===== src/hw/dsprf_pkg.sv =====
package dsprf_pkg;
	// ----------------------------------------
	// Geometry
	// ----------------------------------------
	localparam int unsigned DW = 16;
	localparam int unsigned NREG = 16;
	localparam int unsigned IW = 4;
	localparam int unsigned AW = 5;
	localparam int unsigned MSR_W = 7;
	localparam logic [MSR_W-1:0] MSR_RST = 7'h00;
	localparam int unsigned BANK_BIT = 0;
	localparam logic [DW-1:0] REG_RST = 16'h0000;

	// ----------------------------------------
	// Register indices inside a bank
	// ----------------------------------------
	localparam logic [IW-1:0] R_ALU_X0 = 4'h0;
	localparam logic [IW-1:0] R_ALU_X1 = 4'h1;
	localparam logic [IW-1:0] R_ALU_Y0 = 4'h2;
	localparam logic [IW-1:0] R_ALU_Y1 = 4'h3;
	localparam logic [IW-1:0] R_MAC_X0 = 4'h4;
	localparam logic [IW-1:0] R_MAC_X1 = 4'h5;
	localparam logic [IW-1:0] R_MAC_Y0 = 4'h6;
	localparam logic [IW-1:0] R_MAC_Y1 = 4'h7;
	localparam logic [IW-1:0] R_MAC_R0 = 4'h8;
	localparam logic [IW-1:0] R_MAC_R1 = 4'h9;
	localparam logic [IW-1:0] R_MAC_R2 = 4'ha;
	localparam logic [IW-1:0] R_SHR_0 = 4'hb;
	localparam logic [IW-1:0] R_SHR_1 = 4'hc;
	localparam logic [IW-1:0] R_SHIFT_RESULT_UPPER = 4'hd;
	localparam logic [IW-1:0] R_ALU_RES = 4'he;
	localparam logic [IW-1:0] R_SHIFT_IN = 4'hf;
	localparam logic [IW-1:0] R_OPND_LAST = 4'h7;

	typedef enum logic [1:0] {
		UNIT_ALU,
		UNIT_MAC,
		UNIT_SHIFT
	} dsprf_unit_t;
endpackage


===== src/hw/dsprf_mem.sv =====
`timescale 1ns/1ns
module dsprf_mem
	import dsprf_pkg::*;
(
	input wire logic i_clk,
	input wire logic i_srst,
	input wire logic i_we0,
	input wire logic [AW-1:0] i_wa0,
	input wire logic [DW-1:0] i_wd0,
	input wire logic i_we1,
	input wire logic [AW-1:0] i_wa1,
	input wire logic [DW-1:0] i_wd1,
	input wire logic i_we2,
	input wire logic [AW-1:0] i_wa2,
	input wire logic [DW-1:0] i_wd2,
	input wire logic i_we3,
	input wire logic [AW-1:0] i_wa3,
	input wire logic [DW-1:0] i_wd3,
	input wire logic [AW-1:0] i_rxa,
	input wire logic [AW-1:0] i_rya,
	output logic [DW-1:0] o_rx,
	output logic [DW-1:0] o_ry,
	input wire logic [AW-1:0] i_ca,
	output logic [DW-1:0] o_c,
	input wire logic [AW-1:0] i_dsa,
	output logic [DW-1:0] o_ds,
	input wire logic [AW-1:0] i_psa,
	output logic [DW-1:0] o_ps
);
	logic [DW-1:0] mem_ff [2*NREG];
	logic [DW-1:0] nxt_mem [2*NREG];
	logic [DW-1:0] rx_ff, ry_ff;
	logic [DW-1:0] rx_old;

	// ----------------------------------------
	// Write merge, lowest precedence first
	// ----------------------------------------
	always_comb begin
		for (int k = 0; k < 2*NREG; k++) begin
			nxt_mem[k] = mem_ff[k];
		end
		if (i_we3) nxt_mem[i_wa3] = i_wd3;
		if (i_we2) nxt_mem[i_wa2] = i_wd2;
		if (i_we1) nxt_mem[i_wa1] = i_wd1;
		if (i_we0) nxt_mem[i_wa0] = i_wd0;
	end

	always_ff @(posedge i_clk) begin
		if (i_srst) begin
			for (int k = 0; k < 2*NREG; k++) begin
				mem_ff[k] <= REG_RST;
			end
			rx_ff <= REG_RST;
			ry_ff <= REG_RST;
		end else begin
			mem_ff <= nxt_mem;
			// Read samples the old contents at the same edge as the write
			rx_ff <= mem_ff[i_rxa];
			ry_ff <= mem_ff[i_rya];
		end
	end

	assign rx_old = mem_ff[i_rxa];
	assign o_rx = rx_ff;
	assign o_ry = ry_ff;
	assign o_c = mem_ff[i_ca];
	// Store reads; the bus side registers them before they leave the block
	assign o_ds = mem_ff[i_dsa];
	assign o_ps = mem_ff[i_psa];

	move_beats_cmp_a: assert property (@(posedge i_clk) disable iff (i_srst)
		i_we2 && i_we3 && (i_wa2 == i_wa3) && !i_we0 && !i_we1
		|=> mem_ff[$past(i_wa2)] == $past(i_wd2))
		else $error("compute write overrode a move");
	read_old_a: assert property (@(posedge i_clk) disable iff (i_srst)
		i_we3 && (i_wa3 == i_rxa) |=> o_rx == $past(rx_old))
		else $error("operand read did not see old value");
endmodule


===== src/hw/dsprf_top.sv =====
`timescale 1ns/1ns
module dsprf_top
	import dsprf_pkg::*;
(
	input wire logic i_clk,
	input wire logic i_srst,
	input wire logic i_msr_we,
	input wire logic [MSR_W-1:0] i_msr_wdata,
	input wire logic i_mode_set,
	input wire logic i_mode_clr,
	input wire logic [MSR_W-1:0] i_mode_mask,
	output logic [MSR_W-1:0] o_mode_status_reg,
	output logic o_alt_bank_select,
	input wire logic i_cmp_we,
	input wire dsprf_unit_t i_unit,
	input wire logic i_cond,
	input wire logic i_cond_true,
	input wire logic i_multi,
	input wire logic [IW-1:0] i_xsel,
	input wire logic [IW-1:0] i_ysel,
	input wire logic [IW-1:0] i_cmp_dst,
	input wire logic [DW-1:0] i_cmp_data,
	output logic [DW-1:0] o_xop,
	output logic [DW-1:0] o_yop,
	input wire logic i_mov_en,
	input wire logic [IW-1:0] i_mov_dst,
	input wire logic [IW-1:0] i_mov_src,
	input wire logic i_dual,
	input wire logic i_dm_en,
	input wire logic i_dm_ld,
	input wire logic [IW-1:0] i_dm_reg,
	input wire logic [DW-1:0] i_data_memory_bus,
	output logic [DW-1:0] o_data_memory_bus,
	output logic o_dm_valid,
	input wire logic i_pm_en,
	input wire logic i_pm_ld,
	input wire logic [IW-1:0] i_pm_reg,
	input wire logic [DW-1:0] i_program_memory_bus,
	output logic [DW-1:0] o_program_memory_bus,
	output logic o_pm_valid,
	output logic o_op_err
);
	// ----------------------------------------
	// Operand legality
	// ----------------------------------------
	function automatic logic opnd_ok(input dsprf_unit_t unit, input logic is_x,
		input logic restr, input logic [IW-1:0] idx);
		logic ok;
		ok = 1'b1;
		if (unit != UNIT_SHIFT && idx == R_SHIFT_RESULT_UPPER) begin
			ok = 1'b0;
		end else if (restr) begin
			case (unit)
				UNIT_ALU: ok = is_x ? !(idx inside {R_ALU_Y0, R_ALU_Y1, R_MAC_X0, R_MAC_X1,
					R_MAC_Y0, R_MAC_Y1}) : (idx inside {R_ALU_Y0, R_ALU_Y1});
				UNIT_MAC: ok = is_x ? !(idx inside {R_ALU_X0, R_ALU_X1, R_ALU_Y0, R_ALU_Y1,
					R_MAC_Y0, R_MAC_Y1}) : (idx inside {R_MAC_Y0, R_MAC_Y1});
				UNIT_SHIFT: ok = is_x ? (idx inside {R_SHIFT_IN, R_ALU_RES, R_MAC_R0, R_MAC_R1,
					R_MAC_R2, R_SHR_0, R_SHR_1}) : 1'b1;
				default: ok = 1'b0;
			endcase
		end
		return ok;
	endfunction

	// ----------------------------------------
	// Bank selection
	// ----------------------------------------
	logic [MSR_W-1:0] msr_ff, nxt_msr;
	logic alt_bank_ff, nxt_alt_bank;

	always_comb begin
		nxt_msr = msr_ff;
		nxt_alt_bank = alt_bank_ff;
		if (i_mode_set) begin
			nxt_msr = msr_ff | i_mode_mask;
			nxt_alt_bank = nxt_msr[BANK_BIT];
		end else if (i_mode_clr) begin
			nxt_msr = msr_ff & ~i_mode_mask;
			nxt_alt_bank = nxt_msr[BANK_BIT];
		end else begin
			if (i_msr_we) begin
				nxt_msr = i_msr_wdata;
			end
			// Stored bit reaches the decoders one edge after it lands
			nxt_alt_bank = msr_ff[BANK_BIT];
		end
	end

	always_ff @(posedge i_clk) begin
		if (i_srst) begin
			msr_ff <= MSR_RST;
			alt_bank_ff <= 1'b0;
		end else begin
			msr_ff <= nxt_msr;
			alt_bank_ff <= nxt_alt_bank;
		end
	end

	assign o_mode_status_reg = msr_ff;
	assign o_alt_bank_select = alt_bank_ff;

	// ----------------------------------------
	// Write qualification
	// ----------------------------------------
	logic restr, x_ok, y_ok, cmp_bad, cmp_we_eff;
	logic dm_bad, pm_bad, dm_we_eff, pm_we_eff;
	logic [AW-1:0] dm_wa, pm_wa, mov_wa, cmp_wa;
	logic [DW-1:0] mov_data;

	assign restr = i_cond | i_multi;
	assign x_ok = opnd_ok(i_unit, 1'b1, restr, i_xsel);
	assign y_ok = opnd_ok(i_unit, 1'b0, restr, i_ysel);
	assign cmp_bad = i_cmp_we && !(x_ok && y_ok);
	// Condition is resolved before the result is allowed to land
	assign cmp_we_eff = i_cmp_we && !cmp_bad && (!i_cond || i_cond_true);
	assign dm_bad = i_dual && i_dm_en && i_dm_ld && (i_dm_reg > R_OPND_LAST);
	assign pm_bad = i_dual && i_pm_en && i_pm_ld && (i_pm_reg > R_OPND_LAST);
	assign dm_we_eff = i_dm_en && i_dm_ld && !dm_bad;
	assign pm_we_eff = i_pm_en && i_pm_ld && !pm_bad;

	// Every address carries the live bank bit, so the idle bank is untouched
	assign dm_wa = {alt_bank_ff, i_dm_reg};
	assign pm_wa = {alt_bank_ff, i_pm_reg};
	assign mov_wa = {alt_bank_ff, i_mov_dst};
	assign cmp_wa = {alt_bank_ff, i_cmp_dst};

	logic [DW-1:0] dm_st_data, pm_st_data;

	dsprf_mem u_mem (
		.i_clk(i_clk),
		.i_srst(i_srst),
		.i_we0(dm_we_eff),
		.i_wa0(dm_wa),
		.i_wd0(i_data_memory_bus),
		.i_we1(pm_we_eff),
		.i_wa1(pm_wa),
		.i_wd1(i_program_memory_bus),
		.i_we2(i_mov_en),
		.i_wa2(mov_wa),
		.i_wd2(mov_data),
		.i_we3(cmp_we_eff),
		.i_wa3(cmp_wa),
		.i_wd3(i_cmp_data),
		.i_rxa({alt_bank_ff, i_xsel}),
		.i_rya({alt_bank_ff, i_ysel}),
		.o_rx(o_xop),
		.o_ry(o_yop),
		.i_ca({alt_bank_ff, i_mov_src}),
		.o_c(mov_data),
		.i_dsa({alt_bank_ff, i_dm_reg}),
		.o_ds(dm_st_data),
		.i_psa({alt_bank_ff, i_pm_reg}),
		.o_ps(pm_st_data)
	);

	// ----------------------------------------
	// Store path, one word per bus per cycle
	// ----------------------------------------
	logic [DW-1:0] dm_out_ff, nxt_dm_out, pm_out_ff, nxt_pm_out;
	logic dm_vld_ff, nxt_dm_vld, pm_vld_ff, nxt_pm_vld, err_ff, nxt_err;

	always_comb begin
		nxt_dm_out = dm_out_ff;
		nxt_pm_out = pm_out_ff;
		nxt_dm_vld = i_dm_en && !i_dm_ld;
		nxt_pm_vld = i_pm_en && !i_pm_ld;
		if (nxt_dm_vld) begin
			nxt_dm_out = dm_st_data;
		end
		if (nxt_pm_vld) begin
			nxt_pm_out = pm_st_data;
		end
		nxt_err = cmp_bad || dm_bad || pm_bad;
	end

	always_ff @(posedge i_clk) begin
		if (i_srst) begin
			dm_out_ff <= REG_RST;
			pm_out_ff <= REG_RST;
			dm_vld_ff <= 1'b0;
			pm_vld_ff <= 1'b0;
			err_ff <= 1'b0;
		end else begin
			dm_out_ff <= nxt_dm_out;
			pm_out_ff <= nxt_pm_out;
			dm_vld_ff <= nxt_dm_vld;
			pm_vld_ff <= nxt_pm_vld;
			err_ff <= nxt_err;
		end
	end

	assign o_data_memory_bus = dm_out_ff;
	assign o_program_memory_bus = pm_out_ff;
	assign o_dm_valid = dm_vld_ff;
	assign o_pm_valid = pm_vld_ff;
	assign o_op_err = err_ff;

	// ----------------------------------------
	// Checks
	// ----------------------------------------
	mode_imm_a: assert property (@(posedge i_clk) disable iff (i_srst)
		i_mode_set && i_mode_mask[BANK_BIT] |=> o_alt_bank_select)
		else $error("mode enable did not switch bank at once");
	msr_delay_a: assert property (@(posedge i_clk) disable iff (i_srst)
		i_msr_we && !i_mode_set && !i_mode_clr ##1 !i_mode_set && !i_mode_clr
		|=> o_alt_bank_select == $past(i_msr_wdata[BANK_BIT], 2))
		else $error("general mode write bank delay wrong");
	cond_false_a: assert property (@(posedge i_clk) disable iff (i_srst)
		i_cmp_we && i_cond && !i_cond_true |-> !cmp_we_eff)
		else $error("failed condition still wrote result");
	dual_dst_a: assert property (@(posedge i_clk) disable iff (i_srst)
		i_dual && i_dm_en && i_dm_ld && (i_dm_reg > R_OPND_LAST) |=> o_op_err)
		else $error("illegal dual read target not flagged");
	store_valid_a: assert property (@(posedge i_clk) disable iff (i_srst)
		i_dm_en && !i_dm_ld |=> o_dm_valid && (o_data_memory_bus == $past(dm_st_data)))
		else $error("data bus store word missing");
	feedback_err_a: assert property (@(posedge i_clk) disable iff (i_srst)
		i_cmp_we && (i_unit != UNIT_SHIFT) && (i_xsel == R_SHIFT_RESULT_UPPER) |=> o_op_err)
		else $error("upper shift word fed back unflagged");
endmodule


===== config.mk =====
export PLATFORM = sky130hd
export DESIGN_NAME = dsprf_top
export DESIGN_NICKNAME = d
export VERILOG_FILES = /design/src/hw/dsprf_pkg.sv /design/src/hw/dsprf_mem.sv /design/src/hw/dsprf_top.sv
export SDC_FILE = /design/constraint.sdc
export NUM_CORES = 2
export LEC_CHECK = 0
export ABC_CLOCK_PERIOD_IN_PS = 4000
export BUFFER_PORTS_ARGS = -buffer_cell sky130_fd_sc_hd__buf_2
export CAP_MARGIN = 20
export CORE_MARGIN = 2
export CORE_UTILIZATION = 40
export CTS_BUF_LIST = sky130_fd_sc_hd__clkbuf_16
export DETAILED_ROUTE_END_ITERATION = 16
export MAX_ROUTING_LAYER = met4
export SLEW_MARGIN = 20
export SYNTH_ARGS = -nofsm -noshare
export SYNTH_HDL_FRONTEND = slang
export SYNTH_SLANG_ARGS = --single-unit

===== constraint.sdc =====
create_clock -name i_clk -period 4 [get_ports i_clk]
set_clock_uncertainty 0.1 [all_clocks]
set_input_delay 0.8 -clock i_clk [delete_from_list [all_inputs] [get_ports i_clk]]
set_output_delay 0.8 -clock i_clk [all_outputs]
set_load 0.02 [all_outputs]

==> impl_metrics.yaml <==
setup_path:
  crit_family: "simple AND/OR/NAND/NOR gates"
  cp.depth: 8
  path_cells: "inv_1 > buf_4 > nor2_1 > nand2_1 > buf_4 > o21ai_0 > o31ai_1 > nand3_1"
  cp-start-kind: "register"
  crit_path_frequent_cell: "buf_4"
  cpPeakStageDelay_ns: 0.79
  critPathKind: "register to register"
  r2r-start: "o_alt_bank_select"
  path_buf_inv: 3
  reg2reg_to: "u_mem.mem_ff[62]"
  arrival_ns: 4.17
  end_kind: "register"
  worstRegToRegCells: 8
  required_ns: 4.57
  cp-startpoint: "o_alt_bank_select"
  crit_fanout: 16
  cp_slowest_cell: "dfxtp_2"
  r2r_slack_ns: 0.40
clock_network:
  post_cts.repair.setup_buffers: 0
  cts.sinks: 587
  clk_latency_ns: 0.73
  cts_resized: 0
  cts_tree: "yes"
  cts.path.max_buffers: 3
  cts-root-buf: "clkbuf_16"
  hold_buffers: 0
  numCtsBuffers: 82
  htree_levels: 3
  path_clk_slew_ns: 0.06
sta:
  fmax_ghz: 0.278
  fin_crit_sh_pct: 89.9
  worstMarginPinSlew_ns: 1.35
  slew_viol_final: 0
  timing.hold.ws_ns: 0.278
  grt_setup_unrepaired: "no"
  setup_viol: 0
  tns_ns: 0
  min_period_ns: 3.60
  hold_viol: 0
  relSlewSlack_pct: 10.1
min_path:
  worst_hold_path.endpoint: "o_alt_bank_select"
  hold_path.class: "input port to register"
  hold_depth: 3
  hold_start: "i_mode_mask[0]"
final_layout:
  final_core_utilization_pct: 45.1
  area_growth_pct: 12.0
  finalNetCount: 6480
  fill_cells: 14100
  largest_register_ff_count: 512
  drive_above_1_share_pct: 24.0
  fin_cells: 8392
  regMostFlops: "u_mem.mem_ff"
global_route:
  antenna_found_initial: 37
  overflow: 0
  grt_pass1_vias: 59000
  grt_pass1_wl_mm: 496
  grt_usage_pct: 48.0
  grt_max_degree: 192
yosys:
  yosysWarnings: 0
  syn-instance-count: 6520
  syn_avg_cell_area_um2: 8.98
  ys_seq_area_share_pct: 20.1
  yosysTopAreaCell: "mux4_2"
  synth-edff-count: 0
  async_reset_ff_share_pct: 0
  synth_nets: 6627
  synth_cell_types: 70
  ys.flop_type: "dfxtp_1"
  yosys.area.top_type_share_pct: 23.2
  ys_ff_latch: 587
  yosys-top-cells-area: "mux4_2 23%, dfxtp_1 20%, mux2i_1 8.0%"
  synth_area_um2: 58500
floorplanning:
  start_util_pct: 40.3
  die_h_um: 387
  rows: 140
  fp.dieW_um: 387
  coreArea_um2: 145000
  dieArea_um2: 149000
  pin_count: 182
pwr:
  total_power_mw: 17.7
  peakVddDrop_v: 0.000286
  leakage_nw: 20.8
  pwr_density_cell_nw_per_um2: 270
drt:
  vias_per_cell: 7.89
  drc: 0
  wl_per_cell_um: 43.3
  ant_nets: 0
  first_pass_iters: 7
  drt_wl_total_mm: 364
  num_vias: 66200
  first_iter_violations: 12900
place:
  io_buffers: 181
  dpl.hpwl_mm: 271
  place_inst: 8206
  gp_congestion: 1.05
run:
  max_cap_viol_count: 0
status:
  status: "completed"
==> Yosys cell counts (202+ instances only) <==
cell type / instances
o221ai_1: 320
mux4_2: 603
clkbuf_1: 668
a221oi_1: 203
o31a_1: 222
dfxtp_1: 587
o21ai_0: 344
nor2_1: 1106
mux2i_1: 467
nand2_1: 202
a211oi_1: 210
==> cell families after synthesis <==
group | share of synthesized area (%)
AO/OA/AOI/OAI | 26.6
flip-flops | 20.1
AND/OR/NAND/NOR | 14.7
buffers and inverters | 6.39
multiplexers | 32.3
==> where the power goes <==
part | internal [mW] | total [mW] | switching [mW]
sequential | 5.99 | 6.36 | 0.372
clock | 4.11 | 7.55 | 3.43
combinational | 1.20 | 3.82 | 2.62
==> cell usage in the layout, fill, tap and decap left out, types with 47 or more instances in the layout <==
cell type	instances
nor2b_1	55
a21oi_1	100
buf_12	49
mux2i_1	467
clkbuf_16	83
a31oi_1	64
o221ai_1	320
nand4_1	55
o21ai_0	344
a211oi_1	210
o22ai_1	47
a311o_1	200
nand3_1	64
inv_1	64
a311oi_1	58
a22oi_1	47
o31a_1	222
buf_4	412
a221oi_1	203
nor2_1	1094
mux4_2	603
mux2_2	57
dfxtp_1	586
nand2_1	200
buf_2	169
nor4_1	199
==> stage by stage <==
step           cell area, um2  setup slack [ns]
2_1_floorplan           58500             0.951
3_3_place_gp            62900             0.402
4_1_cts                 65500             0.602
5_1_grt                 65500             0.315
6_report                65600             0.403
3_5_place_dp            62900             0.385
==> metal layers <==
metal	vias up	GRT usage, %	routed length (um)	part of all wire [%]
met5	-	-	0	0
li1	26200	-	-	-
met2	6202	63.3	144000	40
met4	0	16.3	15500	4.3
met1	33000	63.6	140000	38
met3	856	22.4	64500	18
==> worst min-delay path: cells and delay by family <==
kind,cells,cell delay (ns)
AO/OA/AOI/OAI,1,0.06
buffers and inverters,1,0.11
AND/OR/NAND/NOR,1,0.08
==> how the worst max path moves through the flow <==
stage | endpoint | slack [ns]
finish | u_mem.mem_ff[62] | 0.40
global route | u_mem.mem_ff[196] | 0.31
CTS | u_mem.mem_ff[196] | 0.60
detailed placement | u_mem.mem_ff[266] | 0.38
global placement | u_mem.mem_ff[62] | 0.40
floorplan | u_mem.o_rx[0] | 0.95
==> final cells by class <==
cell class	count	area (um2)	share of cell area, %
repair buffers	639	5040	7.69
well taps	1917	2400	3.66
clock buffers	83	2080	3.17
clock inverters	65	507	0.773
diodes	38	95.1	0.145
flip-flops and latches	587	11800	17.9
multi-input cells	5012	43500	66.3
inverters	51	193	0.294
Note: power is estimated with default switching activity, not from simulation.
